===== config.mk =====
export PLATFORM = sky130hd
export DESIGN_NAME = sltc_config
export DESIGN_NICKNAME = d
export VERILOG_FILES = /design/src/inc/sltc_pkg.sv /design/src/verilog/sltc_config.sv
export SDC_FILE = /design/constraint.sdc
export NUM_CORES = 1
export LEC_CHECK = 0
export ABC_AREA = 1
export BUFFER_PORTS_ARGS = -buffer_cell sky130_fd_sc_hd__buf_2
export CAP_MARGIN = 20
export CORE_ASPECT_RATIO = 1.75
export CORE_MARGIN = 4
export CORE_UTILIZATION = 45
export CTS_CLUSTER_DIAMETER = 50
export DETAILED_ROUTE_END_ITERATION = 12
export PLACE_DENSITY = 0.78
export SETUP_SLACK_MARGIN = 0.15
export SLEW_MARGIN = 5
export SYNTH_ARGS = -nofsm -noshare
export SYNTH_HDL_FRONTEND = slang
export SYNTH_SLANG_ARGS = --single-unit

===== constraint.sdc =====
create_clock -name sys_clk -period 1.7 [get_ports sys_clk]
set_clock_uncertainty 0.2 [all_clocks]
set_input_delay 0.255 -clock sys_clk [delete_from_list [all_inputs] [get_ports sys_clk]]
set_output_delay 0.255 -clock sys_clk [all_outputs]
set_load 0.05 [all_outputs]

===== src/inc/sltc_pkg.sv =====
package sltc_pkg;
    // ------------------------------------------------------------
    // register offsets (byte addresses)
    // ------------------------------------------------------------
    localparam logic [7:0] SLTC_TEST_SCRATCH_OFS = 8'h6c;
    localparam logic [7:0] SLTC_TIMER_CTRL_OFS = 8'h70;
    localparam logic [7:0] SLTC_FWD_POLICY_OFS = 8'h74;
    // ------------------------------------------------------------
    // reset values
    // ------------------------------------------------------------
    localparam logic [31:0] SLTC_TEST_SCRATCH_RST = 32'h0400_0800;
    localparam logic [11:0] SLTC_REPLAY_USER_RST = 12'h000;
    localparam logic [13:0] SLTC_ACK_USER_RST = 14'h0000;
    localparam logic SLTC_VGA_DECODE_RST = 1'b1;
    localparam logic [1:0] SLTC_CT_THRESH_RST = 2'h1;
    // ------------------------------------------------------------
    // field positions at 0x70 and 0x74
    // ------------------------------------------------------------
    localparam int SLTC_REPLAY_VAL_LSB = 0;
    localparam int SLTC_REPLAY_EN_BIT = 12;
    localparam int SLTC_ACK_VAL_LSB = 16;
    localparam int SLTC_ACK_EN_BIT = 30;
    localparam int SLTC_VGA_BIT = 31;
    localparam int SLTC_STORE_FWD_BIT = 0;
    localparam int SLTC_CT_THRESH_LSB = 1;
    localparam int SLTC_ARB_STICKY_BIT = 3;
    localparam int SLTC_CREDIT_ALL_BIT = 4;
    // ------------------------------------------------------------
    // credit types
    // ------------------------------------------------------------
    localparam int SLTC_NUM_CREDIT_TYPES = 3;
endpackage


===== src/verilog/sltc_config.sv =====
// Notes on behaviour
// - 12-bit read-write user replay timer in bits 11:0, reset zero.
// - replay enable bit 12 selects the user replay timeout; enable resets zero.
// - 14-bit read-write user acknowledge latency field, reset zero.
// - acknowledge latency enable selects the user latency value; enable resets zero.
// - smbus or eeprom autoload may replace the reset defaults of fields.
// - read-only vga range decode bit reads one.
// - bit 0 set means store-and-forward, clear means cut-through; reset clear.
// - bits 2:1 pick cut-through start: midpoint minus 0..3 cycles; reset 01b.
// - bit 3 set: arbiter stays on last granted port while it requests.
// - bit 3 clear: arbiter moves to requesting port with enough credit.
// - bit 4 set: each credit release covers all credit types together.
// - bit 4 clear: credits released one type per update.
// - 32-bit read-write test register, reset 0400_0800h, steers nothing.
`timescale 1ns/10ps
module sltc_config
#(
    parameter int NUM_PORTS = 4,
    parameter logic [11:0] REPLAY_DEFAULT = 12'h100,
    parameter logic [13:0] ACK_DEFAULT = 14'h0040
) (
    input wire logic sys_clk,
    input wire logic rstn,
    // configuration access
    input wire logic cfg_req,
    input wire logic cfg_wr,
    input wire logic [7:0] cfg_addr,
    input wire logic [3:0] cfg_be,
    input wire logic [31:0] cfg_wdata,
    output logic [31:0] cfg_rdata,
    output logic cfg_ack,
    // default override from smbus or eeprom autoload
    input wire logic ld_valid,
    input wire logic [7:0] ld_addr,
    input wire logic [31:0] ld_data,
    // packet framing of the forwarding path
    input wire logic pkt_start,
    input wire logic pkt_end,
    // port arbitration
    input wire logic arb_next,
    input wire logic [NUM_PORTS-1:0] arb_req,
    input wire logic [NUM_PORTS-1:0] arb_credit_ok,
    output logic [$clog2(NUM_PORTS)-1:0] arb_grant,
    output logic arb_grant_valid,
    // credit release toward the link partner
    input wire logic cred_tick,
    input wire logic [sltc_pkg::SLTC_NUM_CREDIT_TYPES-1:0] cred_pend,
    output logic [sltc_pkg::SLTC_NUM_CREDIT_TYPES-1:0] cred_release,
    // effective settings
    output logic [11:0] replay_timeout,
    output logic [13:0] ack_latency,
    output logic store_forward,
    output logic [1:0] ct_ahead_cycles,
    output logic vga_decode_en
);
    import sltc_pkg::*;

    localparam int PW = $clog2(NUM_PORTS);

    // ------------------------------------------------------------
    // software-visible registers
    // ------------------------------------------------------------
    logic [31:0] scratch_reg;
    logic [11:0] replay_user_reg;
    logic replay_en_reg;
    logic [13:0] ack_user_reg;
    logic ack_en_reg;
    logic store_fwd_reg;
    logic [1:0] ct_thresh_reg;
    logic arb_sticky_reg;
    logic credit_all_reg;
    logic [31:0] timer_word;
    logic [31:0] policy_word;
    logic cfg_we;
    logic [3:0] be;
    logic [7:0] waddr;
    logic [31:0] wdata;

    // an autoload write is a full word; a config write wins if both collide
    assign cfg_we = cfg_req & cfg_wr;
    assign be = cfg_we ? cfg_be : 4'hf;
    assign waddr = cfg_we ? cfg_addr : ld_addr;
    assign wdata = cfg_we ? cfg_wdata : ld_data;

    // test word, no other logic reads it
    always_ff @(posedge sys_clk or negedge rstn) begin
        if (!rstn) begin
            scratch_reg <= SLTC_TEST_SCRATCH_RST;
        end else if ((cfg_we | ld_valid) && waddr == SLTC_TEST_SCRATCH_OFS) begin
            for (int b = 0; b < 4; b++) begin
                if (be[b]) begin
                    scratch_reg[b*8 +: 8] <= wdata[b*8 +: 8];
                end
            end
        end
    end

    // timer word: replay field in the low half, ack latency in the high half
    always_ff @(posedge sys_clk or negedge rstn) begin
        if (!rstn) begin
            replay_user_reg <= SLTC_REPLAY_USER_RST;
            replay_en_reg <= 1'b0;
            ack_user_reg <= SLTC_ACK_USER_RST;
            ack_en_reg <= 1'b0;
        end else if ((cfg_we | ld_valid) && waddr == SLTC_TIMER_CTRL_OFS) begin
            if (be[0]) begin
                replay_user_reg[7:0] <= wdata[7:0];
            end
            if (be[1]) begin
                replay_user_reg[11:8] <= wdata[11:8];
                replay_en_reg <= wdata[SLTC_REPLAY_EN_BIT];
            end
            if (be[2]) begin
                ack_user_reg[7:0] <= wdata[SLTC_ACK_VAL_LSB +: 8];
            end
            if (be[3]) begin
                ack_user_reg[13:8] <= wdata[SLTC_ACK_VAL_LSB+8 +: 6];
                ack_en_reg <= wdata[SLTC_ACK_EN_BIT];
            end
        end
    end

    // forwarding policy word, only the low byte carries fields
    always_ff @(posedge sys_clk or negedge rstn) begin
        if (!rstn) begin
            store_fwd_reg <= 1'b0;
            ct_thresh_reg <= SLTC_CT_THRESH_RST;
            arb_sticky_reg <= 1'b0;
            credit_all_reg <= 1'b0;
        end else if ((cfg_we | ld_valid) && waddr == SLTC_FWD_POLICY_OFS && be[0]) begin
            store_fwd_reg <= wdata[SLTC_STORE_FWD_BIT];
            ct_thresh_reg <= wdata[SLTC_CT_THRESH_LSB +: 2];
            arb_sticky_reg <= wdata[SLTC_ARB_STICKY_BIT];
            credit_all_reg <= wdata[SLTC_CREDIT_ALL_BIT];
        end
    end

    // ------------------------------------------------------------
    // read path, one cycle answer, unmapped reads zero
    // ------------------------------------------------------------
    assign timer_word = {SLTC_VGA_DECODE_RST, ack_en_reg, ack_user_reg, 3'h0,
                         replay_en_reg, replay_user_reg};
    assign policy_word = {27'h0, credit_all_reg, arb_sticky_reg, ct_thresh_reg,
                          store_fwd_reg};

    always_ff @(posedge sys_clk or negedge rstn) begin
        if (!rstn) begin
            cfg_rdata <= 32'h0;
            cfg_ack <= 1'b0;
        end else begin
            cfg_ack <= cfg_req;
            if (cfg_req && !cfg_wr) begin
                unique case (cfg_addr)
                    SLTC_TEST_SCRATCH_OFS: cfg_rdata <= scratch_reg;
                    SLTC_TIMER_CTRL_OFS: cfg_rdata <= timer_word;
                    SLTC_FWD_POLICY_OFS: cfg_rdata <= policy_word;
                    default: cfg_rdata <= 32'h0;
                endcase
            end
        end
    end

    // ------------------------------------------------------------
    // link timer selection
    // ------------------------------------------------------------
    always_ff @(posedge sys_clk or negedge rstn) begin
        if (!rstn) begin
            replay_timeout <= REPLAY_DEFAULT;
            ack_latency <= ACK_DEFAULT;
            vga_decode_en <= SLTC_VGA_DECODE_RST;
        end else begin
            replay_timeout <= replay_en_reg ? replay_user_reg : REPLAY_DEFAULT;
            ack_latency <= ack_en_reg ? ack_user_reg : ACK_DEFAULT;
            vga_decode_en <= SLTC_VGA_DECODE_RST;
        end
    end

    // ------------------------------------------------------------
    // packet-boundary capture of forwarding settings
    // ------------------------------------------------------------
    logic in_pkt_reg;
    logic arb_sticky_act;
    logic boundary;

    // a change mid-packet would corrupt a cut-through packet already in flight
    assign boundary = pkt_start & ~in_pkt_reg;

    always_ff @(posedge sys_clk or negedge rstn) begin
        if (!rstn) begin
            in_pkt_reg <= 1'b0;
        end else if (pkt_start) begin
            in_pkt_reg <= ~pkt_end;
        end else if (pkt_end) begin
            in_pkt_reg <= 1'b0;
        end
    end

    always_ff @(posedge sys_clk or negedge rstn) begin
        if (!rstn) begin
            store_forward <= 1'b0;
            ct_ahead_cycles <= SLTC_CT_THRESH_RST;
            arb_sticky_act <= 1'b0;
        end else if (boundary) begin
            store_forward <= store_fwd_reg;
            ct_ahead_cycles <= ct_thresh_reg;
            arb_sticky_act <= arb_sticky_reg;
        end
    end

    // ------------------------------------------------------------
    // round-robin port arbiter
    // ------------------------------------------------------------
    logic [PW-1:0] pick;
    logic pick_ok;
    logic [PW-1:0] idx;

    // search from the port after the last grant so every port gets a turn
    always_comb begin
        pick = arb_grant;
        pick_ok = 1'b0;
        idx = '0;
        if (arb_sticky_act && arb_grant_valid && arb_req[arb_grant]) begin
            pick_ok = 1'b1;
        end else begin
            for (int k = NUM_PORTS; k >= 1; k--) begin
                idx = PW'((32'(arb_grant) + k) % NUM_PORTS);
                if (arb_req[idx] && arb_credit_ok[idx]) begin
                    pick = idx;
                    pick_ok = 1'b1;
                end
            end
        end
    end

    always_ff @(posedge sys_clk or negedge rstn) begin
        if (!rstn) begin
            arb_grant <= '0;
            arb_grant_valid <= 1'b0;
        end else if (arb_next) begin
            arb_grant <= pick;
            arb_grant_valid <= pick_ok;
        end
    end

    // ------------------------------------------------------------
    // credit release scheduling
    // ------------------------------------------------------------
    logic [1:0] cred_ptr;

    // type mode walks the types so none starves behind a busy one
    always_ff @(posedge sys_clk or negedge rstn) begin
        if (!rstn) begin
            cred_release <= '0;
            cred_ptr <= 2'h0;
        end else begin
            cred_release <= '0;
            if (cred_tick) begin
                if (credit_all_reg) begin
                    cred_release <= cred_pend;
                end else begin
                    cred_release[cred_ptr] <= cred_pend[cred_ptr];
                    cred_ptr <= (cred_ptr == 2'(SLTC_NUM_CREDIT_TYPES - 1)) ?
                                2'h0 : cred_ptr + 2'h1;
                end
            end
        end
    end
endmodule


==> impl_summary.md <==
Global route
After global routing the overflow that remains totals 0. The pin count of the biggest net entering global routing is 46. The number of global-route vias before repair is ~6700. The first-pass GRT wire length is around 31000 µm. Global routing used between 20% and 30% of the available tracks across all layers. The initial antenna violation count is 0.

Final layout
0 antenna diodes ended up in the layout. The fraction of layout instances using a drive strength above 1 is a little under a third. The area growth from synthesis to final layout is 37.1%. The final core utilization is between 60% and 70%.

The net count reported at finish is 1217. The filler cells instantiated in the layout total ~1200.

Route
The first-pass detailed-route iteration total is 7. In the final routed layout, each cell accounts on average for 14.6 µm. The number of DRC markers after the initial detailed-route iteration is 299. For this block, the via count after detailed routing is 6554. Summed over all layers, the routed wires come to 19100 µm. The detail route stage leaves a number of antenna-violating nets equal to 0. The ratio of routed vias to standard cells is roughly 5.0.

The post-route DRC violation count is 0.

CTS
At the later pin of the worst-skew pair, clock insertion delay measures about 420 ps. The root cell of the clock tree is clkbuf_16. The buffer levels on the longest clock path is 2.

The register clock-pin slew on the reported worst setup and hold paths is about 60 ps. The clock buffer count from CTS is 17. The clock sink count is 137.

The TritonCTS clock tree is built. The H-tree generated during clock tree synthesis spans 4 levels.

Synth
The multiplexer area fraction after synthesis is less than 1%. In the synthesized netlist the async set-or-reset flop fraction comes to between 90% and 100%. Counting every net in the synthesized netlist gives between 900 and 1000. Of the total synthesized cell area, the portion taken by full adders, half adders and majority gates is 0%. After Yosys synthesis, and, or, nand and nor cells account for around two fifths of the synthesized area. Yosys printed 0 warnings. After synthesis, the largest family of logic cells by area is simple AND/OR/NAND/NOR gates.

The share of synthesized area occupied by flip-flops and latches is 51.5%. The gate count of the mapped netlist is 888. The post-synthesis compound-gate area fraction is under 10%.

The count of flip-flops with a built-in enable after synthesis is 0. The synthesized area per cell is ~7.5 µm². Counting flops and latches in the post-synthesis netlist gives 137. The predominant post-synthesis flop cell is dfrtp_1. Of the total synthesized cell area, the portion taken by XOR and XNOR cells is 0%.

The number of distinct standard cells referenced by the synthesized netlist is 31. The synthesized netlist occupies a cell area of ~6700 µm².

Critical path
The launching element of the worst setup path is arb_grant[0]. The capturing point of the worst reg2reg path is arb_grant[1]. The worst flop-to-flop path startpoint is arb_grant[0]. The delay of the slowest cell on the worst path is 440 ps. The slowest stage of the critical path belongs to the cell dfrtp_2. The kind of start point of the critical path is a register.

The signal on the critical path passes through clkinv_4 -> buf_6 -> nand2_2 -> nand2_2 -> nand2_1 -> nand2_1 -> nand2_2 -> nand3_4 -> nand2_2 -> inv_2 -> nand2_1 -> nand2_1. In this run the register-to-register setup slack is just under 30 ps. The worst register-to-register path has a depth of 12. STA puts the critical path data arrival time at 1770 ps. The critical path data required time is between 1500 and 2000 ps. The worst setup path is of the register to register kind. In this run the worst path has a maximum fanout of 7. The endpoint kind of the worst setup timing path is a register.

The termination of the worst setup path is arb_grant[1].

Die
In this run the vertical extent of the chip is about 170 µm. The initial cell density of the core is approximately 46%. The total die area is 16900 µm². The number of core rows is slightly below 60.

The total core area is 14400 µm². From left edge to right edge, the die measures around 100 µm. The top-level port count is ~170.

STA
Timing would allow up to between 500 and 600 MHz. The final setup violation count is 0. Setup repair after global routing could not meet its margin everywhere. At the pin with the least slew margin, the transition time is 595 ps. After routing, the total negative slack on setup checks comes to 0 ps. The number of max-slew violations in the final report is 0. The ratio of final minimum period to clock period is 98.3%. The final count of hold timing violations is 0. The worst pin sits at a relative slew slack of about three fifths. For the finished layout, the period the worst path requires is about 1700 ps.

Placement
The total half-perimeter wirelength after legalization and detailed placement is ~14000 µm. The congestion estimate from routability-driven global placement came to 0.946. The count of buffers inserted at the top-level ports is 171.

Hold path
The min-delay analysis places its worst path in the category input port to register.

Flow run
Across the run, the number of max-cap violations was 0.

Power and ir drop
The total leakage power is roughly 5.4 nW. Across the VDD grid, the largest voltage drop is between 0.0007 and 0.0008 V. For this design the ratio of total power to cell area is between 1000 and 1500 nW/µm².

Run status
The run finished with clean final reports.
==> area by class of cell <==
class                   count  area, µm²  share of cell area (%)
well taps                 180        225                    2.46
clock buffers              19        443                    4.85
repair buffers            251       1720                    18.8
flip-flops and latches    137       3440                    37.6
multi-input cells         647       2960                    32.4
clock inverters            13        121                    1.33
inverters                  59        228                    2.49
==> layout by cell type, fill, tap and decap left out, drive strengths merged, types with 6 or more instances in the layout <==
master / netlist / final
dlygate4sd3: 0 / 13
nand3: 38 / 38
dfrtp: 131 / 131
nand2: 491 / 491
clkinv: 2 / 8
dfstp: 6 / 6
nor2: 20 / 20
clkbuf: 28 / 21
inv: 57 / 58
o21ai: 19 / 19
nand4: 55 / 55
buf: 17 / 236
==> worst max-delay path, delay by kind of cell (launching register included) <==
family        cells  cell delay, ps
flops             1             440
buf+inv           3             260
simple gates      9             640
==> Yosys cell counts, types with 3 or more instances <==
cell type / count / share of area (%)
clkbuf_1: 28 / 1.6
o21ai_0: 16 / 1.2
nand4_1: 55 / 5.2
nand2_1: 491 / 28
buf_1: 5 / 0.28
inv_1: 57 / 3.2
nor2_1: 19 / 1.1
nand3_4: 4 / 1.1
and2_1: 3 / 0.28
or2_2: 3 / 0.28
dfstp_2: 6 / 2.4
mux2_2: 5 / 0.84
buf_6: 5 / 0.84
nand3_1: 34 / 2.6
dfrtp_1: 131 / 49
buf_2: 6 / 0.45
==> layer usage <==
metal  share of wire (%)  vias up  wire (µm)  GRT usage (%)
met2                  54      219      10300           42.8
li1                    -     3234          -              -
met3                 5.0       52        950           4.54
met4                 3.5        0        669           10.1
met1                  38     3049       7210           25.7
met5                   0        -          0              0
==> cell families (layout without fill, tap and decap cells) <==
family | after synthesis | count (layout)
flops | 137 | 137
compound gates | 23 | 23
buf+inv | 104 | 342
other cells | 1 | 1
simple gates | 618 | 618
mux | 5 | 5
==> repair_timing <==
action,in CTS,in global routing
setup buffers,1,8
endpoints found under the hold margin,138,0
pin swaps,0,20
hold buffers,14,0
endpoints found under the setup margin,8,31
gates resized for setup,13,39
==> worst min path at each step <==
| stage | depth (start not counted) | to | slack, ps | start |
|---|---|---|---|---|
| floorplan | 0 | ack_en_reg | -240 | rstn |
| global placement | 1 | ack_latency[8] | 20 | rstn |
| detailed placement | 1 | ack_latency[8] | 30 | rstn |
| CTS | 5 | scratch_reg[13] | 4 | ld_data[13] |
| global route | 5 | scratch_reg[13] | 30 | ld_data[13] |
| finish | 5 | scratch_reg[29] | 20 | cfg_wdata[29] |
==> stage by stage <==
stage	instances	area (µm²)	setup slack [ps]	hold WS, ps	total power, mW
after floorplan	888	6850	-103	-241	4.89
after global placement	1252	8210	-151	23.7	5.38
after detailed placement	1252	8210	-198	29.1	5.44
after CTS	1299	8970	60.6	4.30	9.03
after global routing	1306	9140	-67.7	26.3	9.83
final	1306	9140	29.7	20.6	9.40
==> power by group <==
group / leakage [nW] / switching [mW] / internal, mW / total (mW)
logic: 3.25 / 1.37 / 0.900 / 2.27
clock network: 0.262 / 1.45 / 2.06 / 3.51
registers: 1.86 / 0.165 / 3.46 / 3.62
total: 5.37 / 2.99 / 6.41 / 9.40
(Power assumes the default switching activity.)
